### src/core/drs_defines.svh
`ifndef DRS_DEFINES_SVH
`define DRS_DEFINES_SVH

// Register byte offsets, compared on the low address bits
`define DRS_ADDR_BITS       12
`define DRS_CTRL_OFFSET     12'h000
`define DRS_STATUS_OFFSET   12'h004

// Control register fields
`define DRS_CTRL_EN_BIT     7
`define DRS_CTRL_ARM_BIT    6
`define DRS_CTRL_BEGIN_BIT  5
`define DRS_CTRL_MODE_MSB   3
`define DRS_CTRL_MODE_LSB   0

// Status register fields
`define DRS_STAT_ONE_BIT    7
`define DRS_STAT_TWO_BIT    6
`define DRS_STAT_ARMED_BIT  5
`define DRS_STAT_RSVD_BIT   4
`define DRS_STAT_COUNT_MSB  3
`define DRS_STAT_COUNT_LSB  0

// Reset values
`define DRS_CTRL_RESET      8'h00
`define DRS_STATUS_RESET    8'h00
`define DRS_MODE_RESET      4'h0
`define DRS_COUNT_RESET     4'h0

// Trace depth and event-only trigger modes
`define DRS_COUNT_MAX       4'h8
`define DRS_MODE_EVENT_B    4'h3
`define DRS_MODE_A_EVENT_B  4'h4

// AHB encodings
`define DRS_HSIZE_WORD      3'h2
`define DRS_HRESP_OKAY      1'h0

`endif

### src/core/drs_pkg.sv
package drs_pkg;

    // Debug run sequencing
    typedef enum logic [1:0] {
        DRS_RUN_IDLE      = 2'b00,
        DRS_RUN_WAIT_TRIG = 2'b01,
        DRS_RUN_STORE     = 2'b10
    } drs_run_state_t;

endpackage

### src/core/drs_debug_run_status.sv
// Summary of operation
// - Run start clears comparator one hit, match sets
// - Run start clears comparator two hit, match sets
// - Status bit 5 mirrors armed while enabled
// - Writing arm 1 while enabled sets flag
// - Full FIFO in begin trace or trigger in end trace ends run automatically
// - Writing arm or enable 0 stops run
// - Count cleared at start, holds words at end
// - Reading trace words never decrements the count
// - Count is plain binary, zero to eight
// - Status register ignores all writes
// - Select 0 stores until trigger, 1 after
// - Event-only modes always behave as begin trace
//
// Design decisions made here: the AHB-Lite register port and the placing of the registers.
`timescale 1ns/1ps
`include "drs_defines.svh"

module drs_debug_run_status
    import drs_pkg::*;
(
    // Clock and reset
    input  wire logic        sys_clk,
    input  wire logic        reset_n,
    // AHB-Lite slave
    input  wire logic        hsel,
    input  wire logic [31:0] haddr,
    input  wire logic [1:0]  htrans,
    input  wire logic        hwrite,
    input  wire logic [2:0]  hsize,
    input  wire logic [31:0] hwdata,
    input  wire logic        hready,
    output logic             hreadyout,
    output logic             hresp,
    output logic [31:0]      hrdata,
    // Debug events, same clock
    input  wire logic        comp_one_match,
    input  wire logic        comp_two_match,
    input  wire logic        trigger_event,
    input  wire logic        fifo_word_stored,
    input  wire logic        fifo_full,
    // Run status to the trace logic
    output logic             capture_active,
    output logic             trace_store_enable
);

    drs_run_state_t run_state_reg;
    drs_run_state_t run_state_next;

    logic        dp_write_reg;
    logic        dp_ctrl_sel_reg;
    logic        dp_stat_sel_reg;
    logic [31:0] hrdata_reg;
    logic        debug_unit_enable_reg;
    logic        begin_select_reg;
    logic [3:0]  trigger_mode_select_reg;

    logic        addr_valid;
    logic        addr_is_ctrl;
    logic        addr_is_stat;
    logic        ctrl_wr;
    logic        wr_enable;
    logic        wr_arm;
    logic        wr_begin;
    logic [3:0]  wr_mode;
    logic        armed;
    logic        start_run;
    logic        manual_stop;
    logic        auto_end;
    logic        begin_eff;
    logic        begin_at_start;
    logic        comparator_one_hit_flag;
    logic        comparator_two_hit_flag;
    logic        capture_active_flag;
    logic [3:0]  trace_valid_count;
    logic [7:0]  ctrl_image;
    logic [7:0]  status_image;

    // Event-only modes have no end trace
    function automatic logic is_event_only(input logic [3:0] mode);
        is_event_only = (mode == `DRS_MODE_EVENT_B) || (mode == `DRS_MODE_A_EVENT_B);
    endfunction

    // Address phase decode; only whole-word writes are honoured, reads of any size are served
    assign addr_valid   = hsel && htrans[1] && hready;
    assign addr_is_ctrl = (haddr[`DRS_ADDR_BITS-1:0] == `DRS_CTRL_OFFSET);
    assign addr_is_stat = (haddr[`DRS_ADDR_BITS-1:0] == `DRS_STATUS_OFFSET);

    // Zero wait states, always OKAY
    assign hreadyout = 1'b1;
    assign hresp     = `DRS_HRESP_OKAY;
    assign hrdata    = hrdata_reg;

    // Data phase bookkeeping
    always_ff @(posedge sys_clk or negedge reset_n) begin
        if (!reset_n) begin
            dp_write_reg    <= 1'b0;
            dp_ctrl_sel_reg <= 1'b0;
            dp_stat_sel_reg <= 1'b0;
        end else if (hready) begin
            dp_write_reg    <= addr_valid && hwrite && (hsize == `DRS_HSIZE_WORD);
            dp_ctrl_sel_reg <= addr_valid && addr_is_ctrl;
            dp_stat_sel_reg <= addr_valid && addr_is_stat;
        end
    end

    // Write data fields of a control write
    assign ctrl_wr   = dp_write_reg && dp_ctrl_sel_reg;
    assign wr_enable = hwdata[`DRS_CTRL_EN_BIT];
    assign wr_arm    = hwdata[`DRS_CTRL_ARM_BIT];
    assign wr_begin  = hwdata[`DRS_CTRL_BEGIN_BIT];
    assign wr_mode   = hwdata[`DRS_CTRL_MODE_MSB:`DRS_CTRL_MODE_LSB];

    // Enable bit, writable at any time
    always_ff @(posedge sys_clk or negedge reset_n) begin
        if (!reset_n) begin
            debug_unit_enable_reg <= 1'b0;
        end else if (ctrl_wr) begin
            debug_unit_enable_reg <= wr_enable;
        end
    end

    // Trace setup is frozen while armed so a run cannot change shape midway
    always_ff @(posedge sys_clk or negedge reset_n) begin
        if (!reset_n) begin
            begin_select_reg        <= 1'b0;
            trigger_mode_select_reg <= `DRS_MODE_RESET;
        end else if (ctrl_wr && !armed) begin
            begin_select_reg        <= wr_begin;
            trigger_mode_select_reg <= wr_mode;
        end
    end

    // Run start and stop conditions
    assign armed          = (run_state_reg != DRS_RUN_IDLE);
    assign start_run      = ctrl_wr && wr_enable && wr_arm && !armed;
    assign manual_stop    = ctrl_wr && armed && (!wr_enable || !wr_arm);
    assign begin_eff      = begin_select_reg || is_event_only(trigger_mode_select_reg);
    assign begin_at_start = wr_begin || is_event_only(wr_mode);

    // Full FIFO ends a begin trace, a trigger ends an end trace
    assign auto_end = (run_state_reg == DRS_RUN_STORE) &&
                      ((begin_eff && fifo_full) || (!begin_eff && trigger_event));

    // Run sequencer; a stop write or completion wins over everything else
    always_comb begin
        run_state_next = run_state_reg;
        case (run_state_reg)
            DRS_RUN_IDLE: begin
                if (start_run) begin
                    run_state_next = begin_at_start ? DRS_RUN_WAIT_TRIG : DRS_RUN_STORE;
                end
            end
            DRS_RUN_WAIT_TRIG: begin
                if (manual_stop) begin
                    run_state_next = DRS_RUN_IDLE;
                end else if (trigger_event) begin
                    run_state_next = DRS_RUN_STORE;
                end
            end
            DRS_RUN_STORE: begin
                if (manual_stop || auto_end) begin
                    run_state_next = DRS_RUN_IDLE;
                end
            end
            default: begin
                run_state_next = DRS_RUN_IDLE;
            end
        endcase
    end

    // Run state register
    always_ff @(posedge sys_clk or negedge reset_n) begin
        if (!reset_n) begin
            run_state_reg <= DRS_RUN_IDLE;
        end else begin
            run_state_reg <= run_state_next;
        end
    end

    // Comparator one hit, counted only since arming
    drs_hit_flag u_hit_one (
        .sys_clk (sys_clk),
        .reset_n (reset_n),
        .clear   (start_run),
        .set     (comp_one_match && (armed || start_run)),
        .flag    (comparator_one_hit_flag)
    );

    // Comparator two hit, counted only since arming
    drs_hit_flag u_hit_two (
        .sys_clk (sys_clk),
        .reset_n (reset_n),
        .clear   (start_run),
        .set     (comp_two_match && (armed || start_run)),
        .flag    (comparator_two_hit_flag)
    );

    // Valid words; FIFO reads are not seen here, so the host must count
    drs_valid_counter u_count (
        .sys_clk (sys_clk),
        .reset_n (reset_n),
        .clear   (start_run),
        .inc     (fifo_word_stored && (run_state_reg == DRS_RUN_STORE)),
        .count   (trace_valid_count)
    );

    // Armed image is only meaningful while the unit is enabled
    assign capture_active_flag = debug_unit_enable_reg && armed;
    assign capture_active      = armed;
    assign trace_store_enable  = (run_state_reg == DRS_RUN_STORE);

    // Register images; bit 4 of status is unused
    assign ctrl_image   = {debug_unit_enable_reg, armed, begin_select_reg, 1'b0,
                           trigger_mode_select_reg};
    assign status_image = {comparator_one_hit_flag, comparator_two_hit_flag,
                           capture_active_flag, 1'b0, trace_valid_count};

    // Read data sampled in the address phase; status writes land nowhere
    always_ff @(posedge sys_clk or negedge reset_n) begin
        if (!reset_n) begin
            hrdata_reg <= 32'h0000_0000;
        end else if (addr_valid && !hwrite) begin
            if (addr_is_ctrl) begin
                hrdata_reg <= {24'h00_0000, ctrl_image};
            end else if (addr_is_stat) begin
                hrdata_reg <= {24'h00_0000, status_image};
            end else begin
                hrdata_reg <= 32'h0000_0000;
            end
        end
    end

    // Start clears comparator one hit unless it matches that cycle
    a_start_clears_one: assert property (
        @(posedge sys_clk) disable iff (!reset_n)
        start_run && !comp_one_match |=> !comparator_one_hit_flag
    ) else $error("comparator one hit not cleared at run start");

    // Match while armed sets comparator two hit and it stays set
    a_two_hit_sticks: assert property (
        @(posedge sys_clk) disable iff (!reset_n)
        armed && comp_two_match && !start_run |=> comparator_two_hit_flag [*2]
    ) else $error("comparator two hit not set or not held");

    // Armed image follows the state while enabled
    a_armed_image: assert property (
        @(posedge sys_clk) disable iff (!reset_n)
        debug_unit_enable_reg |-> (status_image[`DRS_STAT_ARMED_BIT] ==
                                   (run_state_reg != DRS_RUN_IDLE))
    ) else $error("armed image differs from armed state");

    // Arm write shows as armed in the status read path next cycle
    a_arm_sets_flag: assert property (
        @(posedge sys_clk) disable iff (!reset_n)
        start_run |=> capture_active_flag && capture_active
    ) else $error("arm write did not set armed flag");

    // Completion clears the armed flag one cycle later
    a_auto_end: assert property (
        @(posedge sys_clk) disable iff (!reset_n)
        auto_end |=> !capture_active_flag && (run_state_reg == DRS_RUN_IDLE)
    ) else $error("run did not end on completion");

    // Stop write ends the run at once
    a_manual_stop: assert property (
        @(posedge sys_clk) disable iff (!reset_n)
        manual_stop |=> !capture_active && !trace_store_enable
    ) else $error("stop write did not end run");

    // Count is zero right after a start
    a_count_cleared: assert property (
        @(posedge sys_clk) disable iff (!reset_n)
        start_run |=> (trace_valid_count == `DRS_COUNT_RESET)
    ) else $error("valid count not cleared at start");

    // Count frozen between runs
    a_count_holds: assert property (
        @(posedge sys_clk) disable iff (!reset_n)
        !armed && !start_run |=> $stable(trace_valid_count)
    ) else $error("valid count changed outside a run");

    // Count steps by one per stored word while below the trace depth
    a_count_range: assert property (
        @(posedge sys_clk) disable iff (!reset_n)
        fifo_word_stored && (run_state_reg == DRS_RUN_STORE) &&
        (trace_valid_count < `DRS_COUNT_MAX) |=>
        (trace_valid_count == $past(trace_valid_count) + 4'h1)
    ) else $error("valid count did not step by one");

    // Status write between runs changes no status bit
    a_status_ro: assert property (
        @(posedge sys_clk) disable iff (!reset_n)
        dp_write_reg && dp_stat_sel_reg && !armed |=> $stable(status_image)
    ) else $error("status write altered status");

    // Begin trace waits for the trigger before storing
    a_begin_waits: assert property (
        @(posedge sys_clk) disable iff (!reset_n)
        start_run && begin_at_start |=> !trace_store_enable ##0 armed
    ) else $error("begin trace stored before trigger");

    // Trigger in event-only mode does not end the run
    a_event_only_begin: assert property (
        @(posedge sys_clk) disable iff (!reset_n)
        (run_state_reg == DRS_RUN_STORE) && is_event_only(trigger_mode_select_reg) &&
        trigger_event && !fifo_full && !ctrl_wr |=> trace_store_enable
    ) else $error("event-only run ended on trigger");

    // Match while armed sets comparator one hit
    a_one_hit_sets: assert property (
        @(posedge sys_clk) disable iff (!reset_n)
        armed && comp_one_match && !start_run |=> comparator_one_hit_flag
    ) else $error("comparator one hit not set by match");

    // Start clears comparator two hit unless it matches that cycle
    a_start_clears_two: assert property (
        @(posedge sys_clk) disable iff (!reset_n)
        start_run && !comp_two_match |=> !comparator_two_hit_flag
    ) else $error("comparator two hit not cleared at run start");

    // End trace stores from the first cycle of the run
    a_end_stores: assert property (
        @(posedge sys_clk) disable iff (!reset_n)
        start_run && !begin_at_start |=> trace_store_enable
    ) else $error("end trace did not store at once");

    // Trigger in a begin trace starts storage
    a_trigger_starts: assert property (
        @(posedge sys_clk) disable iff (!reset_n)
        (run_state_reg == DRS_RUN_WAIT_TRIG) && trigger_event && !manual_stop |=>
        trace_store_enable && armed
    ) else $error("trigger did not start storage");

    // Count never passes the trace depth
    a_count_max: assert property (
        @(posedge sys_clk) disable iff (!reset_n)
        trace_valid_count <= `DRS_COUNT_MAX
    ) else $error("valid count above trace depth");

    // Unused status bit stays zero
    a_rsvd_zero: assert property (
        @(posedge sys_clk) disable iff (!reset_n)
        status_image[`DRS_STAT_RSVD_BIT] == 1'b0
    ) else $error("unused status bit not zero");

endmodule

### src/core/drs_hit_flag.sv
`timescale 1ns/1ps
`include "drs_defines.svh"

module drs_hit_flag (
    // Clock and reset
    input  wire logic sys_clk,
    input  wire logic reset_n,
    // Control
    input  wire logic clear,
    input  wire logic set,
    // Flag
    output logic      flag
);

    logic flag_reg;

    // Sticky flag; a set in the clearing cycle is kept
    always_ff @(posedge sys_clk or negedge reset_n) begin
        if (!reset_n) begin
            flag_reg <= 1'b0;
        end else if (set) begin
            flag_reg <= 1'b1;
        end else if (clear) begin
            flag_reg <= 1'b0;
        end
    end

    assign flag = flag_reg;

endmodule

### src/core/drs_valid_counter.sv
`timescale 1ns/1ps
`include "drs_defines.svh"

module drs_valid_counter (
    // Clock and reset
    input  wire logic       sys_clk,
    input  wire logic       reset_n,
    // Control
    input  wire logic       clear,
    input  wire logic       inc,
    // Count
    output logic [3:0]      count
);

    logic [3:0] count_reg;
    logic [3:0] count_next;

    // Saturates at trace depth; nothing here ever decrements
    always_comb begin
        count_next = count_reg;
        if (clear) begin
            count_next = `DRS_COUNT_RESET;
        end else if (inc && (count_reg < `DRS_COUNT_MAX)) begin
            count_next = count_reg + 4'h1;
        end
    end

    // Count register
    always_ff @(posedge sys_clk or negedge reset_n) begin
        if (!reset_n) begin
            count_reg <= `DRS_COUNT_RESET;
        end else begin
            count_reg <= count_next;
        end
    end

    assign count = count_reg;

endmodule

### config.mk
export PLATFORM = sky130hd
export DESIGN_NAME = drs_debug_run_status
export DESIGN_NICKNAME = d
export VERILOG_FILES = /design/src/core/drs_pkg.sv /design/src/core/drs_debug_run_status.sv /design/src/core/drs_hit_flag.sv /design/src/core/drs_valid_counter.sv
export VERILOG_INCLUDE_DIRS = /design/src /design/src/core
export SDC_FILE = /design/constraint.sdc
export NUM_CORES = 1
export LEC_CHECK = 0
export BUFFER_PORTS_ARGS = -buffer_cell sky130_fd_sc_hd__buf_2
export CORE_MARGIN = 2
export CORE_UTILIZATION = 35
export CTS_CLUSTER_DIAMETER = 50
export DETAILED_ROUTE_END_ITERATION = 8
export GPL_TIMING_DRIVEN = 0
export PLACE_DENSITY_LB_ADDON = 0.05
export SLEW_MARGIN = 40
export SYNTH_ARGS = -nofsm -noshare
export SYNTH_HDL_FRONTEND = slang
export SYNTH_SLANG_ARGS = --single-unit
### constraint.sdc
create_clock -name sys_clk -period 1.91 [get_ports sys_clk]
set_input_delay 0.382 -clock sys_clk [delete_from_list [all_inputs] [get_ports sys_clk]]
set_output_delay 0.382 -clock sys_clk [all_outputs]
set_load 0.05 [all_outputs]
==> flow_summary.ini <==
[final_layout]
fin_nets = 287
final_util_pct = 47.7
fill_cells = 378
final_area_um2 = 1760
insertedDiodeCount = 0
area_growth_syn_to_layout_pct = 29.4
final_cells = 254
drive_gt1_share_pct = 37.4
largest_register_ffs = 7

[clock_tree]
cts_hold_buffers = 0
root_buffer = clkbuf_8
insertion_delay_ns = 0.27
clockBufferDepth = 2
cts_buffers = 3
clkTransAtPathRegs_ns = 0.09
cts_max_level = 1
postCtsResizedCells = 0
cts_tree = yes
clock_sinks = 23
postCtsSetupRepairBufs = 0

[pwr]
p_per_area_nw_per_um2 = 607
total_leakage_power_nw = 0.952
total_power_mw = 1.07
vdd_drop_max_v = 0.000273

[placed_design]
portBuffers = 40
placed_cell_area_um2 = 1710
place_inst = 250
hpwl_mm = 2.32
place.gp.congestion = 0.757

[worst_setup_path]
ff2ff_setup_slack_ns = 0.45
crit_buf_inv = 1
cp_max_fo = 5
r2r_cells = 4
r2r_start = trigger_mode_select_reg[2]$_DFFE_PN0P_
critPathMaxStageDelay_ns = 0.44
cp-end-kind = primary output
slowest_stage = dfrtp_1
cp_top_family = flip-flops
critPathLaunchType = flip-flop
cp_cell_sequence = nor2b_1 > buf_2
cp.arrival_ns = 1.27
r2r-end = run_state_reg[1]$_DFFE_PN0P_
path_class = reg -> out
required_ns = 1.53

[timing]
tns_ns = 0
fin_crit_sh_pct = 86.4
slew_headroom_pct = 63.4
maxSlewViolCount = 0
hold_viol = 0
rsz0062_at_grt = false
worst_pin_slew_ns = 0.550
max_freq_ghz = 0.606
clock_skew_ns = 0.00504
finalSetupViolCount = 0
fin_crit_ns = 1.65

[yosys]
yosys-top-cells-count = 27 x buf_4, 23 x dfrtp_1, 12 x nor2_1, 11 x nand2_1, 7 x o31ai_1
synth_top_family_by_area = simple AND/OR/NAND/NOR gates
synth_seq_cells = 23
syn_area_per_cell_um2 = 9.93
yosys.area_share.simple_pct = 16.7
synthAdderAreaFrac_pct = 0.920
synth_top_area_cell = dfrtp_1
synth_ff_type = dfrtp_1
synth.top_cell.area_share_pct = 42.3
ys_seq_area_share_pct = 42.3
yosysMostFrequentCell = buf_4
synth_area_um2 = 1360
postSynth.asyncResetShare_pct = 100
synth_compound_area_share_pct = 11.5
synth_edf_count = 0
yosys.area_share.xor_xnor_pct = 1.29
synth_cell_type_count = 36
ys_warn_count = 0
muxShareOfSynthArea_pct = 10.2
synth_cells = 137
synth.area.top_cells = dfrtp_1 42%, buf_4 15%, mux2_1 5.0%

[routing]
met1_length_mm = 1.27
drtAntennaViolNets = 0
dr.first_iter.drc_count = 38
dr.max_layer_used = met4
drt_first_pass_iters = 4
wire_per_inst_um = 11.3
wl_met2_mm = 1.38
drt-total-wl_mm = 2.88
wl_met3_um = 206
drcViolationCount = 0
via_per_inst = 4.40
vias = 1118

[grt]
grt_pass1_vias = 1058
track_usage_pct = 13.8
grt_max_degree = 24
antenna_found_initial = 0
grt_first_pass_wirelength_mm = 4.60
grt_overflow_total = 0

[run_status]
outcome = finished clean

[floorplanning]
die_h_um = 66.3
initial_utilization_pct = 36.9
die_area_um2 = 4400
die_x_um = 66.3
ios = 115
rows = 22
core_um2 = 3690

[min_path]
worstHoldPathType = in -> async

[flow_run]
maxCapViolCount = 0
==> final cells by class <==
cell class              instances  area [um2]  share of cell area (%)
repair buffers                 40         200                    11.4
well taps                      48        60.1                    3.41
flip-flops and latches         23         576                    32.7
clock inverters                 1        5.00                   0.284
clock buffers                   3        41.3                    2.35
plain buffers                  29         210                    11.9
inverters                       4        15.0                   0.853
multi-input cells             106         653                    37.1
==> cell usage in the layout, fill, tap and decap left out, types with 2 or more instances in the layout <==
master    netlist  final
buf_2           0     40
buf_4          27     27
conb_1          2     27
dfrtp_1        23     23
nor2_1         12     12
nand2_1        11     11
o31ai_1         7      7
mux2i_1         6      6
mux2_1          6      6
o21ai_0         5      5
inv_1           3      3
clkbuf_8        0      3
nor2b_1         2      2
nand4b_1        2      2
clkbuf_1        2      2
nor4_1          2      2
nor3_1          2      2
nand4_1         2      2
a311oi_1        2      2
a21oi_1         2      2
a31oi_1         2      2
==> through the flow <==
stage                     setup WS, ns  hold WS [ns]
after floorplan                  0.217        0.0864
after global placement           0.421         0.392
after detailed placement         0.425         0.397
after CTS                        0.257         0.104
after global routing             0.164         0.125
final                            0.260        0.0917
==> layer usage <==
layer | up-vias | global-route usage [%]
met5 | - | 0
li1 | 567 | -
met3 | 2 | 1.87
met4 | 0 | 5.36
met2 | 38 | 24.1
met1 | 511 | 16.9
==> power by group <==
part,internal (mW),switching [mW],total (mW),leakage (nW)
combinational,0.0836,0.168,0.252,0.619
clock,0.146,0.159,0.305,0.0255
sequential,0.500,0.0128,0.512,0.308
==> kinds of logic after synthesis <==
kind of cell,Yosys count
XOR/XNOR,2
adder cells (fa/ha/maj),1
AND/OR/NAND/NOR,41
other,2
multiplexers,13
AO/OA/AOI/OAI,22
flip-flops,23
buffers and inverters,33
==> worst max-delay path by stage <==
stage | start | endpoint | slack [ns] | cells after the start
finish | run_state_reg[1]$_DFFE_PN0P_ | trace_store_enable | 0.26 | 2
global route | run_state_reg[1]$_DFFE_PN0P_ | trace_store_enable | 0.16 | 2
CTS | run_state_reg[1]$_DFFE_PN0P_ | trace_store_enable | 0.26 | 2
global placement | trigger_mode_select_reg[2]$_DFFE_PN0P_ | run_state_reg[1]$_DFFE_PN0P_ | 0.42 | 4
detailed placement | haddr[10] | hrdata[0]$_DFFE_PN0P_ | 0.42 | 4
floorplan | run_state_reg[1]$_DFFE_PN0P_ | run_state_reg[1]$_DFFE_PN0P_ | 0.22 | 3
(Power assumes the default switching activity.)
